===== config.mk =====
export PLATFORM = sky130hd
export DESIGN_NAME = tcpe_channel
export DESIGN_NICKNAME = d
export VERILOG_FILES = /design/src/rtl/tcpe_pkg.sv /design/src/rtl/tcpe_edge_if.sv /design/src/rtl/tcpe_edge_unit.sv /design/src/rtl/tcpe_channel.sv
export SDC_FILE = /design/constraint.sdc
export NUM_CORES = 1
export LEC_CHECK = 0
export BUFFER_PORTS_ARGS = -buffer_cell sky130_fd_sc_hd__buf_2
export CAP_MARGIN = 20
export CORE_MARGIN = 10
export CORE_UTILIZATION = 44
export CTS_CLUSTER_SIZE = 12
export DETAILED_ROUTE_END_ITERATION = 6
export PLACE_DENSITY = 0.76
export SETUP_SLACK_MARGIN = 0.4
export SLEW_MARGIN = 15
export SYNTH_ARGS = -nofsm -noshare
export SYNTH_HDL_FRONTEND = slang
export SYNTH_SLANG_ARGS = --single-unit

===== constraint.sdc =====
create_clock -name clk_sys -period 1.7 [get_ports clk_sys]
set_clock_uncertainty 0.05 [all_clocks]
set_input_delay 0.34 -clock clk_sys [delete_from_list [all_inputs] [get_ports clk_sys]]
set_output_delay 0.34 -clock clk_sys [all_outputs]
set_load 0.005 [all_outputs]

===== src/rtl/tcpe_pkg.sv =====
// Package: register map, field positions and reset values of the channel block
// Functional notes
// - Bit 3 sets complementary output active level
// - Bit 1 sets main output active level
// - Both polarity bits zero: rising edge, uninverted
// - Main bit only: falling edge, input inverted
// - Both set: both edges; 10 reserved
// - Protection level 11 or 10 locks polarity
// - Bit 0 enables the channel
// - Counter read returns live 16-bit count
// - Counter write loads the running counter
// - Capture prescaler held reset while disabled
// - Mode field writable only while disabled
package tcpe_pkg;
    // ------------------------------------------------------------
    // Register offsets
    // ------------------------------------------------------------
    localparam logic [7:0] TCPE_OFS_CHCTL = 8'h20;
    localparam logic [7:0] TCPE_OFS_COUNT = 8'h24;
    localparam logic [7:0] TCPE_OFS_MODE = 8'h18;
    // ------------------------------------------------------------
    // Field positions
    // ------------------------------------------------------------
    localparam int TCPE_BIT_ON = 0;
    localparam int TCPE_BIT_MAINP = 1;
    localparam int TCPE_BIT_COMPP = 3;
    localparam int TCPE_BIT_PSC_LO = 2;
    localparam int TCPE_CNT_W = 16;
    // ------------------------------------------------------------
    // Reset values and encodings
    // ------------------------------------------------------------
    localparam logic [3:0] TCPE_RST_CHCTL = 4'h0;
    localparam logic [15:0] TCPE_RST_COUNT = 16'h0000;
    localparam logic [3:0] TCPE_RST_MODE = 4'h0;
    localparam logic [1:0] TCPE_MODE_OUT = 2'h0;
    localparam logic [1:0] TCPE_MODE_IN = 2'h1;
    localparam logic [1:0] TCPE_LVL_LOCK_HI = 2'h3;
    localparam logic [1:0] TCPE_LVL_LOCK_MID = 2'h2;

    typedef enum logic [1:0] {
        TCPE_EDGE_RISE = 2'b00,
        TCPE_EDGE_FALL = 2'b01,
        TCPE_EDGE_RSVD = 2'b10,
        TCPE_EDGE_BOTH = 2'b11
    } tcpe_edge_t;
endpackage : tcpe_pkg


===== src/rtl/tcpe_edge_if.sv =====
// Interface: edge selection carried from the register file to the edge unit
`timescale 1ns/1ps
`default_nettype none
interface tcpe_edge_if;
    logic [1:0] edge_sel;
    logic enable;
    logic [1:0] psc_sel;
    logic filt_in;
    logic edge_evt;
    logic capture_evt;
    logic cond_in;
    modport ctrl (output edge_sel, output enable, output psc_sel,
        output filt_in, input edge_evt, input capture_evt, input cond_in);
    modport unit (input edge_sel, input enable, input psc_sel,
        input filt_in, output edge_evt, output capture_evt, output cond_in);
endinterface : tcpe_edge_if
`default_nettype wire


===== src/rtl/tcpe_edge_unit.sv =====
// Module: input polarity, edge detection and capture edge prescaler
`timescale 1ns/1ps
`default_nettype none
module tcpe_edge_unit
    import tcpe_pkg::*;
(
    input wire logic clk_sys,
    input wire logic rst_n,
    tcpe_edge_if.unit eif
);
    logic prev_reg;
    logic [2:0] psc_cnt_reg;
    logic rise;
    logic fall;
    logic edge_hit;
    logic [2:0] psc_lim;

    // Conditioned level: inverted only for falling-edge selection
    assign eif.cond_in = (eif.edge_sel == TCPE_EDGE_FALL) ? ~eif.filt_in
                                                         : eif.filt_in;
    assign rise = eif.filt_in & ~prev_reg;
    assign fall = ~eif.filt_in & prev_reg;

    // Active edge by polarity pair; reserved code gives no edge
    always_comb begin
        case (eif.edge_sel)
            TCPE_EDGE_RISE: edge_hit = rise;
            TCPE_EDGE_FALL: edge_hit = fall;
            TCPE_EDGE_BOTH: edge_hit = rise | fall;
            default: edge_hit = 1'b0;
        endcase
    end
    assign eif.edge_evt = edge_hit & eif.enable;

    // Divide ratio 1, 2, 4 or 8 edges
    always_comb begin
        case (eif.psc_sel)
            2'h0: psc_lim = 3'h0;
            2'h1: psc_lim = 3'h1;
            2'h2: psc_lim = 3'h3;
            default: psc_lim = 3'h7;
        endcase
    end
    assign eif.capture_evt = eif.edge_evt && (psc_cnt_reg >= psc_lim);

    // Edge history
    always_ff @(posedge clk_sys) begin
        if (!rst_n) begin
            prev_reg <= 1'b0;
        end else begin
            prev_reg <= eif.filt_in;
        end
    end

    // Prescaler kept cleared while the channel is off
    always_ff @(posedge clk_sys) begin
        if (!rst_n || !eif.enable) begin
            psc_cnt_reg <= 3'h0;
        end else if (eif.capture_evt) begin
            psc_cnt_reg <= 3'h0;
        end else if (eif.edge_evt) begin
            psc_cnt_reg <= psc_cnt_reg + 3'h1;
        end
    end

    // Prescaler must read zero in the cycle after every disabled cycle
    property p_psc_off;
        @(posedge clk_sys) disable iff (!rst_n)
        !eif.enable |=> psc_cnt_reg == 3'h0;
    endproperty
    a_psc_off: assert property (p_psc_off)
        else $error("prescaler not held while channel off");
endmodule : tcpe_edge_unit
`default_nettype wire


===== src/rtl/tcpe_channel.sv =====
// Module: channel enable, polarity control and counter register block
`timescale 1ns/1ps
`default_nettype none
module tcpe_channel
    import tcpe_pkg::*;
#(
    parameter int CNT_W = TCPE_CNT_W
) (
    input wire logic clk_sys,
    input wire logic rst_n,
    input wire logic [7:0] addr,
    input wire logic [31:0] wdata,
    input wire logic wr_en,
    input wire logic rd_en,
    output logic [31:0] rdata,
    input wire logic [1:0] protection_level,
    input wire logic count_tick,
    input wire logic filtered_channel_input,
    input wire logic main_ref,
    output logic main_out,
    output logic complementary_out,
    output logic filtered_input_edge_signal,
    output logic capture_pulse,
    output logic channel_on_out
);
    // ------------------------------------------------------------
    // Register state
    // ------------------------------------------------------------
    logic channel_on_reg;
    logic main_polarity_reg;
    logic complementary_output_polarity_reg;
    logic [1:0] channel_io_mode_reg;
    logic [1:0] capture_edge_prescaler_reg;
    logic [CNT_W-1:0] count_value_reg;
    logic pol_locked;
    logic wr_chctl;
    logic wr_count;
    logic wr_mode;
    logic in_mode;
    tcpe_edge_if eif();

    assign wr_chctl = wr_en && (addr == TCPE_OFS_CHCTL);
    assign wr_count = wr_en && (addr == TCPE_OFS_COUNT);
    assign wr_mode = wr_en && (addr == TCPE_OFS_MODE);
    assign in_mode = (channel_io_mode_reg == TCPE_MODE_IN);
    // Locked at protection levels 11 and 10
    assign pol_locked = (protection_level == TCPE_LVL_LOCK_HI) ||
                        (protection_level == TCPE_LVL_LOCK_MID);

    // ------------------------------------------------------------
    // Enable bit, always writable
    // ------------------------------------------------------------
    always_ff @(posedge clk_sys) begin
        if (!rst_n) begin
            channel_on_reg <= TCPE_RST_CHCTL[TCPE_BIT_ON];
        end else if (wr_chctl) begin
            channel_on_reg <= wdata[TCPE_BIT_ON];
        end
    end

    // Polarity bits; write dropped silently under protection
    always_ff @(posedge clk_sys) begin
        if (!rst_n) begin
            main_polarity_reg <= TCPE_RST_CHCTL[TCPE_BIT_MAINP];
            complementary_output_polarity_reg <=
                TCPE_RST_CHCTL[TCPE_BIT_COMPP];
        end else if (wr_chctl && !pol_locked) begin
            main_polarity_reg <= wdata[TCPE_BIT_MAINP];
            complementary_output_polarity_reg <= wdata[TCPE_BIT_COMPP];
        end
    end

    // Mode field changes only while the channel is off, so a live
    // capture cannot see its source switch under it
    always_ff @(posedge clk_sys) begin
        if (!rst_n) begin
            channel_io_mode_reg <= TCPE_RST_MODE[1:0];
            capture_edge_prescaler_reg <= TCPE_RST_MODE[3:2];
        end else if (wr_mode) begin
            if (!channel_on_reg) begin
                channel_io_mode_reg <= wdata[1:0];
            end
            capture_edge_prescaler_reg <=
                wdata[TCPE_BIT_PSC_LO+1:TCPE_BIT_PSC_LO];
        end
    end

    // ------------------------------------------------------------
    // Counter: software load has priority over the tick
    // ------------------------------------------------------------
    always_ff @(posedge clk_sys) begin
        if (!rst_n) begin
            count_value_reg <= TCPE_RST_COUNT[CNT_W-1:0];
        end else if (wr_count) begin
            count_value_reg <= wdata[CNT_W-1:0];
        end else if (count_tick) begin
            count_value_reg <= count_value_reg + {{(CNT_W-1){1'b0}}, 1'b1};
        end
    end

    // Read port: data in the cycle after the strobe, zero elsewhere
    always_ff @(posedge clk_sys) begin
        if (!rst_n) begin
            rdata <= 32'h00000000;
        end else if (rd_en) begin
            case (addr)
                TCPE_OFS_CHCTL: rdata <= {28'h0000000,
                    complementary_output_polarity_reg, 1'b0,
                    main_polarity_reg, channel_on_reg};
                TCPE_OFS_COUNT: rdata <= {{(32-CNT_W){1'b0}},
                    count_value_reg};
                TCPE_OFS_MODE: rdata <= {28'h0000000,
                    capture_edge_prescaler_reg, channel_io_mode_reg};
                default: rdata <= 32'h00000000;
            endcase
        end else begin
            rdata <= 32'h00000000;
        end
    end

    // ------------------------------------------------------------
    // Edge unit hookup
    // ------------------------------------------------------------
    assign eif.edge_sel = {complementary_output_polarity_reg,
                           main_polarity_reg};
    assign eif.enable = channel_on_reg && in_mode;
    assign eif.psc_sel = capture_edge_prescaler_reg;
    assign eif.filt_in = filtered_channel_input;

    tcpe_edge_unit u_edge (
        .clk_sys(clk_sys),
        .rst_n(rst_n),
        .eif(eif)
    );

    // Registered outputs; main and complementary outputs idle inactive when channel is off
    always_ff @(posedge clk_sys) begin
        if (!rst_n) begin
            main_out <= 1'b0;
            complementary_out <= 1'b0;
            filtered_input_edge_signal <= 1'b0;
            capture_pulse <= 1'b0;
            channel_on_out <= 1'b0;
        end else begin
            main_out <= (channel_on_reg && !in_mode)
                ? (main_ref ^ main_polarity_reg) : main_polarity_reg;
            complementary_out <= (channel_on_reg && !in_mode)
                ? (~main_ref ^ complementary_output_polarity_reg)
                : complementary_output_polarity_reg;
            filtered_input_edge_signal <= eif.cond_in;
            capture_pulse <= eif.capture_evt;
            channel_on_out <= channel_on_reg;
        end
    end

    // ------------------------------------------------------------
    // Assertions
    // ------------------------------------------------------------
    property p_pol_lock;
        @(posedge clk_sys) disable iff (!rst_n)
        (wr_chctl && pol_locked) |=> $stable(main_polarity_reg) &&
            $stable(complementary_output_polarity_reg);
    endproperty
    a_pol_lock: assert property (p_pol_lock)
        else $error("polarity changed while protected");

    property p_cnt_load;
        @(posedge clk_sys) disable iff (!rst_n)
        wr_count |=> count_value_reg == $past(wdata[CNT_W-1:0]);
    endproperty
    a_cnt_load: assert property (p_cnt_load)
        else $error("counter not loaded by write");

    property p_cnt_read;
        @(posedge clk_sys) disable iff (!rst_n)
        (rd_en && addr == TCPE_OFS_COUNT) |=>
            rdata == {{(32-CNT_W){1'b0}}, $past(count_value_reg)};
    endproperty
    a_cnt_read: assert property (p_cnt_read)
        else $error("counter read wrong");

    property p_mode_lock;
        @(posedge clk_sys) disable iff (!rst_n)
        channel_on_reg |=> $stable(channel_io_mode_reg);
    endproperty
    a_mode_lock: assert property (p_mode_lock)
        else $error("mode changed while channel on");

    property p_enable_wr;
        @(posedge clk_sys) disable iff (!rst_n)
        wr_chctl |=> ##1 channel_on_out == $past(wdata[TCPE_BIT_ON], 2);
    endproperty
    a_enable_wr: assert property (p_enable_wr)
        else $error("enable bit not followed");

    property p_main_pol;
        @(posedge clk_sys) disable iff (!rst_n)
        (channel_on_reg && !in_mode) |=>
            main_out == ($past(main_ref) ^ $past(main_polarity_reg));
    endproperty
    a_main_pol: assert property (p_main_pol)
        else $error("main output polarity wrong");

    property p_comp_pol;
        @(posedge clk_sys) disable iff (!rst_n)
        (channel_on_reg && !in_mode) |=> complementary_out ==
            (~$past(main_ref) ^ $past(complementary_output_polarity_reg));
    endproperty
    a_comp_pol: assert property (p_comp_pol)
        else $error("complementary output polarity wrong");

    property p_fall_inv;
        @(posedge clk_sys) disable iff (!rst_n)
        (eif.edge_sel == TCPE_EDGE_FALL) |=>
            filtered_input_edge_signal == !$past(filtered_channel_input);
    endproperty
    a_fall_inv: assert property (p_fall_inv)
        else $error("falling selection not inverted");

    property p_rise_plain;
        @(posedge clk_sys) disable iff (!rst_n)
        (eif.edge_sel != TCPE_EDGE_FALL) |=>
            filtered_input_edge_signal == $past(filtered_channel_input);
    endproperty
    a_rise_plain: assert property (p_rise_plain)
        else $error("input inverted wrongly");

    property p_reset_zero;
        @(posedge clk_sys) !rst_n |=> count_value_reg == '0 &&
            !channel_on_reg && !main_polarity_reg;
    endproperty
    a_reset_zero: assert property (p_reset_zero)
        else $error("reset values not zero");

    // Writes that pass the lock must land in both polarity bits
    property p_pol_write;
        @(posedge clk_sys) disable iff (!rst_n)
        (wr_chctl && !pol_locked) |=>
            main_polarity_reg == $past(wdata[TCPE_BIT_MAINP]) &&
            complementary_output_polarity_reg ==
            $past(wdata[TCPE_BIT_COMPP]);
    endproperty
    a_pol_write: assert property (p_pol_write)
        else $error("polarity write not taken");

    property p_mode_wr;
        @(posedge clk_sys) disable iff (!rst_n)
        (wr_mode && !channel_on_reg) |=>
            channel_io_mode_reg == $past(wdata[1:0]);
    endproperty
    a_mode_wr: assert property (p_mode_wr)
        else $error("mode write lost while channel off");

    // Capture paths judged at unit prescale, where every edge fires;
    // the input's own history stands in for the edge unit's flop
    property p_rise_cap;
        @(posedge clk_sys) disable iff (!rst_n)
        (eif.enable && eif.psc_sel == 2'h0 &&
            eif.edge_sel == TCPE_EDGE_RISE && filtered_channel_input &&
            !$past(filtered_channel_input)) |=> capture_pulse;
    endproperty
    a_rise_cap: assert property (p_rise_cap)
        else $error("rising edge not captured");

    property p_fall_cap;
        @(posedge clk_sys) disable iff (!rst_n)
        (eif.enable && eif.psc_sel == 2'h0 &&
            eif.edge_sel == TCPE_EDGE_FALL && !filtered_channel_input &&
            $past(filtered_channel_input)) |=> capture_pulse;
    endproperty
    a_fall_cap: assert property (p_fall_cap)
        else $error("falling edge not captured");

    property p_both_cap;
        @(posedge clk_sys) disable iff (!rst_n)
        (eif.enable && eif.psc_sel == 2'h0 &&
            eif.edge_sel == TCPE_EDGE_BOTH &&
            filtered_channel_input != $past(filtered_channel_input))
            |=> capture_pulse;
    endproperty
    a_both_cap: assert property (p_both_cap)
        else $error("edge missed with both edges selected");

    // Reserved polarity pair must never produce a capture
    property p_rsvd_quiet;
        @(posedge clk_sys) disable iff (!rst_n)
        (eif.edge_sel == TCPE_EDGE_RSVD) |=> !capture_pulse;
    endproperty
    a_rsvd_quiet: assert property (p_rsvd_quiet)
        else $error("capture on reserved polarity pair");

    // Disabled or output mode: the capture path stays silent
    property p_off_quiet;
        @(posedge clk_sys) disable iff (!rst_n)
        !eif.enable |=> !capture_pulse;
    endproperty
    a_off_quiet: assert property (p_off_quiet)
        else $error("capture while channel inactive");

    c_locked_wr: cover property (@(posedge clk_sys) wr_chctl && pol_locked);
    c_capture: cover property (@(posedge clk_sys) capture_pulse);
    c_cnt_wr: cover property (@(posedge clk_sys) wr_count && count_tick);
    c_both: cover property (@(posedge clk_sys)
        eif.edge_sel == TCPE_EDGE_BOTH && eif.edge_evt);
endmodule : tcpe_channel
`default_nettype wire


==> run summary <==
The flow ran to the end, but the final reports show violations. The final reports fail on setup timing. Data on the critical path is required at its endpoint by 1900 ps. The final max-slew violation count was 0. The cell that appears most often on the critical path is sky130_fd_sc_hd__a21o_1.

For the number of antenna-violating nets in the routed design, the log shows 0. The type of element launching the critical path was a flop. Leaving out fill and tap cells, the most frequent cell in the layout is sky130_fd_sc_hd__buf_2. Number of cells on the worst reg-to-reg path: 7. Setup repair after global routing could not meet its margin everywhere. The post-layout minimum cycle time came out at 1720 ps. The warning count from the yosys run is 0, and the full die area is 8650 um2. The stage delay of the slowest cell on the critical path is 330 ps. After clock tree synthesis, the clock-pin slew on the worst setup and hold paths is 90 ps. The sink count of the clock tree was 48; the leakage dissipation was 1.48 nW. In the final design database the tool counted 383 nets.

The first global-routing pass estimated 9880 um of wire. The number of design-rule violations left by the first detailed-router iteration came out at 60. The launch point of the critical path was capture_edge_prescaler_reg[0]. For the total routed wirelength, the log shows 6100 um. Dividing the detail-routed via count by the number of cells gives 4.94.

TritonCTS built the clock tree. For the post-synthesis instance total, the log shows 249. In this run the mean area of a mapped cell was 9.41 um2.

In this run the worst hold path is classified as input port to flop. The slowest stage of the critical path is the sky130_fd_sc_hd__dfxtp_2 cell. The vertical die dimension was 93.0 um; the total DRC errors in the routed layout was 0.

Across the run, the number of max-cap violations was 0. In this run the cell area of the synthesized design comes to 2340 um2. The hold buffer count at cts came out at 0.

The arrival time at the worst endpoint is 1920 ps. After detailed placement, the total cell area comes to 2690 um2. For the via count of the first global-routing pass, the log shows 2059. For this run, the top clock speed supported by timing is 0.580 GHz. After detailed routing, the average wire length per cell comes to 15.3 um. Category of the most critical setup path: flop to flop. With fillers left out, the area of the finished cells amounts to 3240 um2. The count of port buffers added during placement came out at 52. Counting flops with an async set or reset pin after synthesis yields a share of 0%.

Ratio of total power to cell area: 632 nW/um2. The number of rows created at floorplan was 26. In the synthesized netlist the dominant register cell turns out to be sky130_fd_sc_hd__dfxtp_1. The post-route netlist has 47.6% of its cells at a drive strength greater than 1. The tools report the final count of hold timing violations as 0.

The worst setup slack after layout was -23.0 ps; the worst hold slack was 217 ps. The first TritonRoute pass finished after 4 iterations. The number of antenna violations at the first check in global routing is 0, and the final weighted congestion of routability-driven global placement is 0.796. The worst register-to-register path has a setup slack of -20 ps.

The endpoint class of the critical path is a flop. In this run the critical register-to-register path is captured at u_edge.psc_cnt_reg[2]. Worst setup path endpoint: u_edge.psc_cnt_reg[2].

CTS placed an instance of sky130_fd_sc_hd__clkbuf_8 at the clock tree root. Along the worst path, the maximum fanout reaches 3. The final critical path takes up 101% of the cycle.

The initial utilization of the core area, before any placement, comes to 45.6%. The completed layout was analyzed and its total power is 2.05 mW. Synthesis inferred 48 register bits. Counting flops with a built-in enable in the synthesized netlist gives 0. In this run, CTS created clock tree buffers numbering 5.

The tools report the count of antenna diodes in the layout as 0. The signal on the critical path passes through or2_4 -> ha_4 -> nand2b_4 -> a21o_1 -> a21o_1 -> a211o_1 -> nor2_1. Global routing consumed, over all layers together, 13.9% of the routing resources.

The core region is 5140 um2. The tools report the total vias in the final route as 1966. For the half-perimeter wire length after detailed placement, the log shows 3950 um. The logs give 19 for the pin count of the biggest net entering global routing and 0 for the total global routing overflow.

The width of the chip works out to 93.0 um. In this run the critical register-to-register path is launched from capture_edge_prescaler_reg[0]. Of the synthesized area, sequential elements account for 41.0%. The library cells used most frequently in the layout, excluding fill and tap cells, are sky130_fd_sc_hd__buf_2 (50), sky130_fd_sc_hd__dfxtp_1 (40), sky130_fd_sc_hd__nand2_1 (20).

The run gives 45 as the unique cell type count in the Yosys netlist. During I/O placement, the number of pins put on the boundary was 86. The logs give 2 for the maximum root-to-sink buffer count and 2 for the maximum level of the CTS H-tree.

The later pin in the worst-skew pair is clocked with a latency of 310 ps. Compared with the post-synthesis result, the final layout area differs by 38.3%. The worst-case IR drop observed on VDD is 0.000441 V.

Setup violations remaining at the end of the flow were counted as 3.
==> worst max-delay path: cells and delay by family, from the launching register on <==
kind	cells	cell delay [ps]
simple gates	3	470
flops	1	330
fa+ha+maj	1	200
compound gates	3	610
==> through the flow <==
step	instances	worst slack (ps)	utilization, %	setup TNS [ps]
after floorplan	264	9.79	-	0
after global placement	374	-130	52.3	-2410
after detailed placement	374	-167	52.3	-3310
after CTS	397	-17.2	60.4	-35.9
after global routing	398	-100	63.0	-281
final	398	-23.0	63.0	-64.9
==> metal layers <==
layer	GRT usage, %	share of wire (%)	routed length (um)
met1	14.2	39	2350
met2	25.1	53	3250
met3	6.00	6.8	412
met5	0	0	0
met4	4.50	1.4	85
==> timing repair <==
action | CTS | global route
buffers inserted | 11 | 1
pin swaps | 28 | 22
endpoints found under the setup margin | 43 | 43
gates resized for setup | 54 | 31
gates cloned | 4 | 0
==> kinds of logic after synthesis <==
logic type	synth area share (%)
simple gates	23.1
compound gates	11.2
other cells	0.160
mux	4.00
xor+xnor	7.47
flops	41.0
buf+inv	9.34
fa+ha+maj	3.74
==> power breakdown <==
group / total, mW / internal, mW / switching, mW
sequential: 1.14 / 1.13 / 0.00822
combinational: 0.177 / 0.0850 / 0.0917
clock: 0.732 / 0.330 / 0.402
==> cell usage after synthesis, drive strengths merged (7+ instances only) <==
library cell | number | share of area, %
nor2 | 17 | 3.8
nand3 | 8 | 2.2
and2 | 16 | 4.3
o21ai | 8 | 1.7
o211a | 8 | 3.4
inv | 7 | 1.1
dfxtp | 48 | 41
xor2 | 7 | 2.6
ha | 7 | 3.7
a21oi | 8 | 1.7
xnor2 | 13 | 4.9
buf | 23 | 7.9
nand4 | 7 | 1.9
nand2 | 26 | 4.2
==> cell type report <==
type                    count  area, um2
fillers                   437       1900
multi-input cells         184       1470
flip-flops and latches     48        976
repair buffers             81        581
well taps                  70       87.6
clock buffers               6       82.6
inverters                   7       26.3
clock inverters             2       15.0
==> worst min path at each step <==
stage	from	to	slack [ps]	depth (start not counted)
after floorplan	count_value_reg[15]	rdata[15]	400	1
after global placement	count_value_reg[15]	rdata[15]	410	1
after detailed placement	count_value_reg[15]	rdata[15]	420	1
after CTS	wdata[4]	count_value_reg[4]	210	2
after global routing	wdata[4]	count_value_reg[4]	210	2
final	wdata[4]	count_value_reg[4]	220	2
Power figures use the tool's default switching activity.
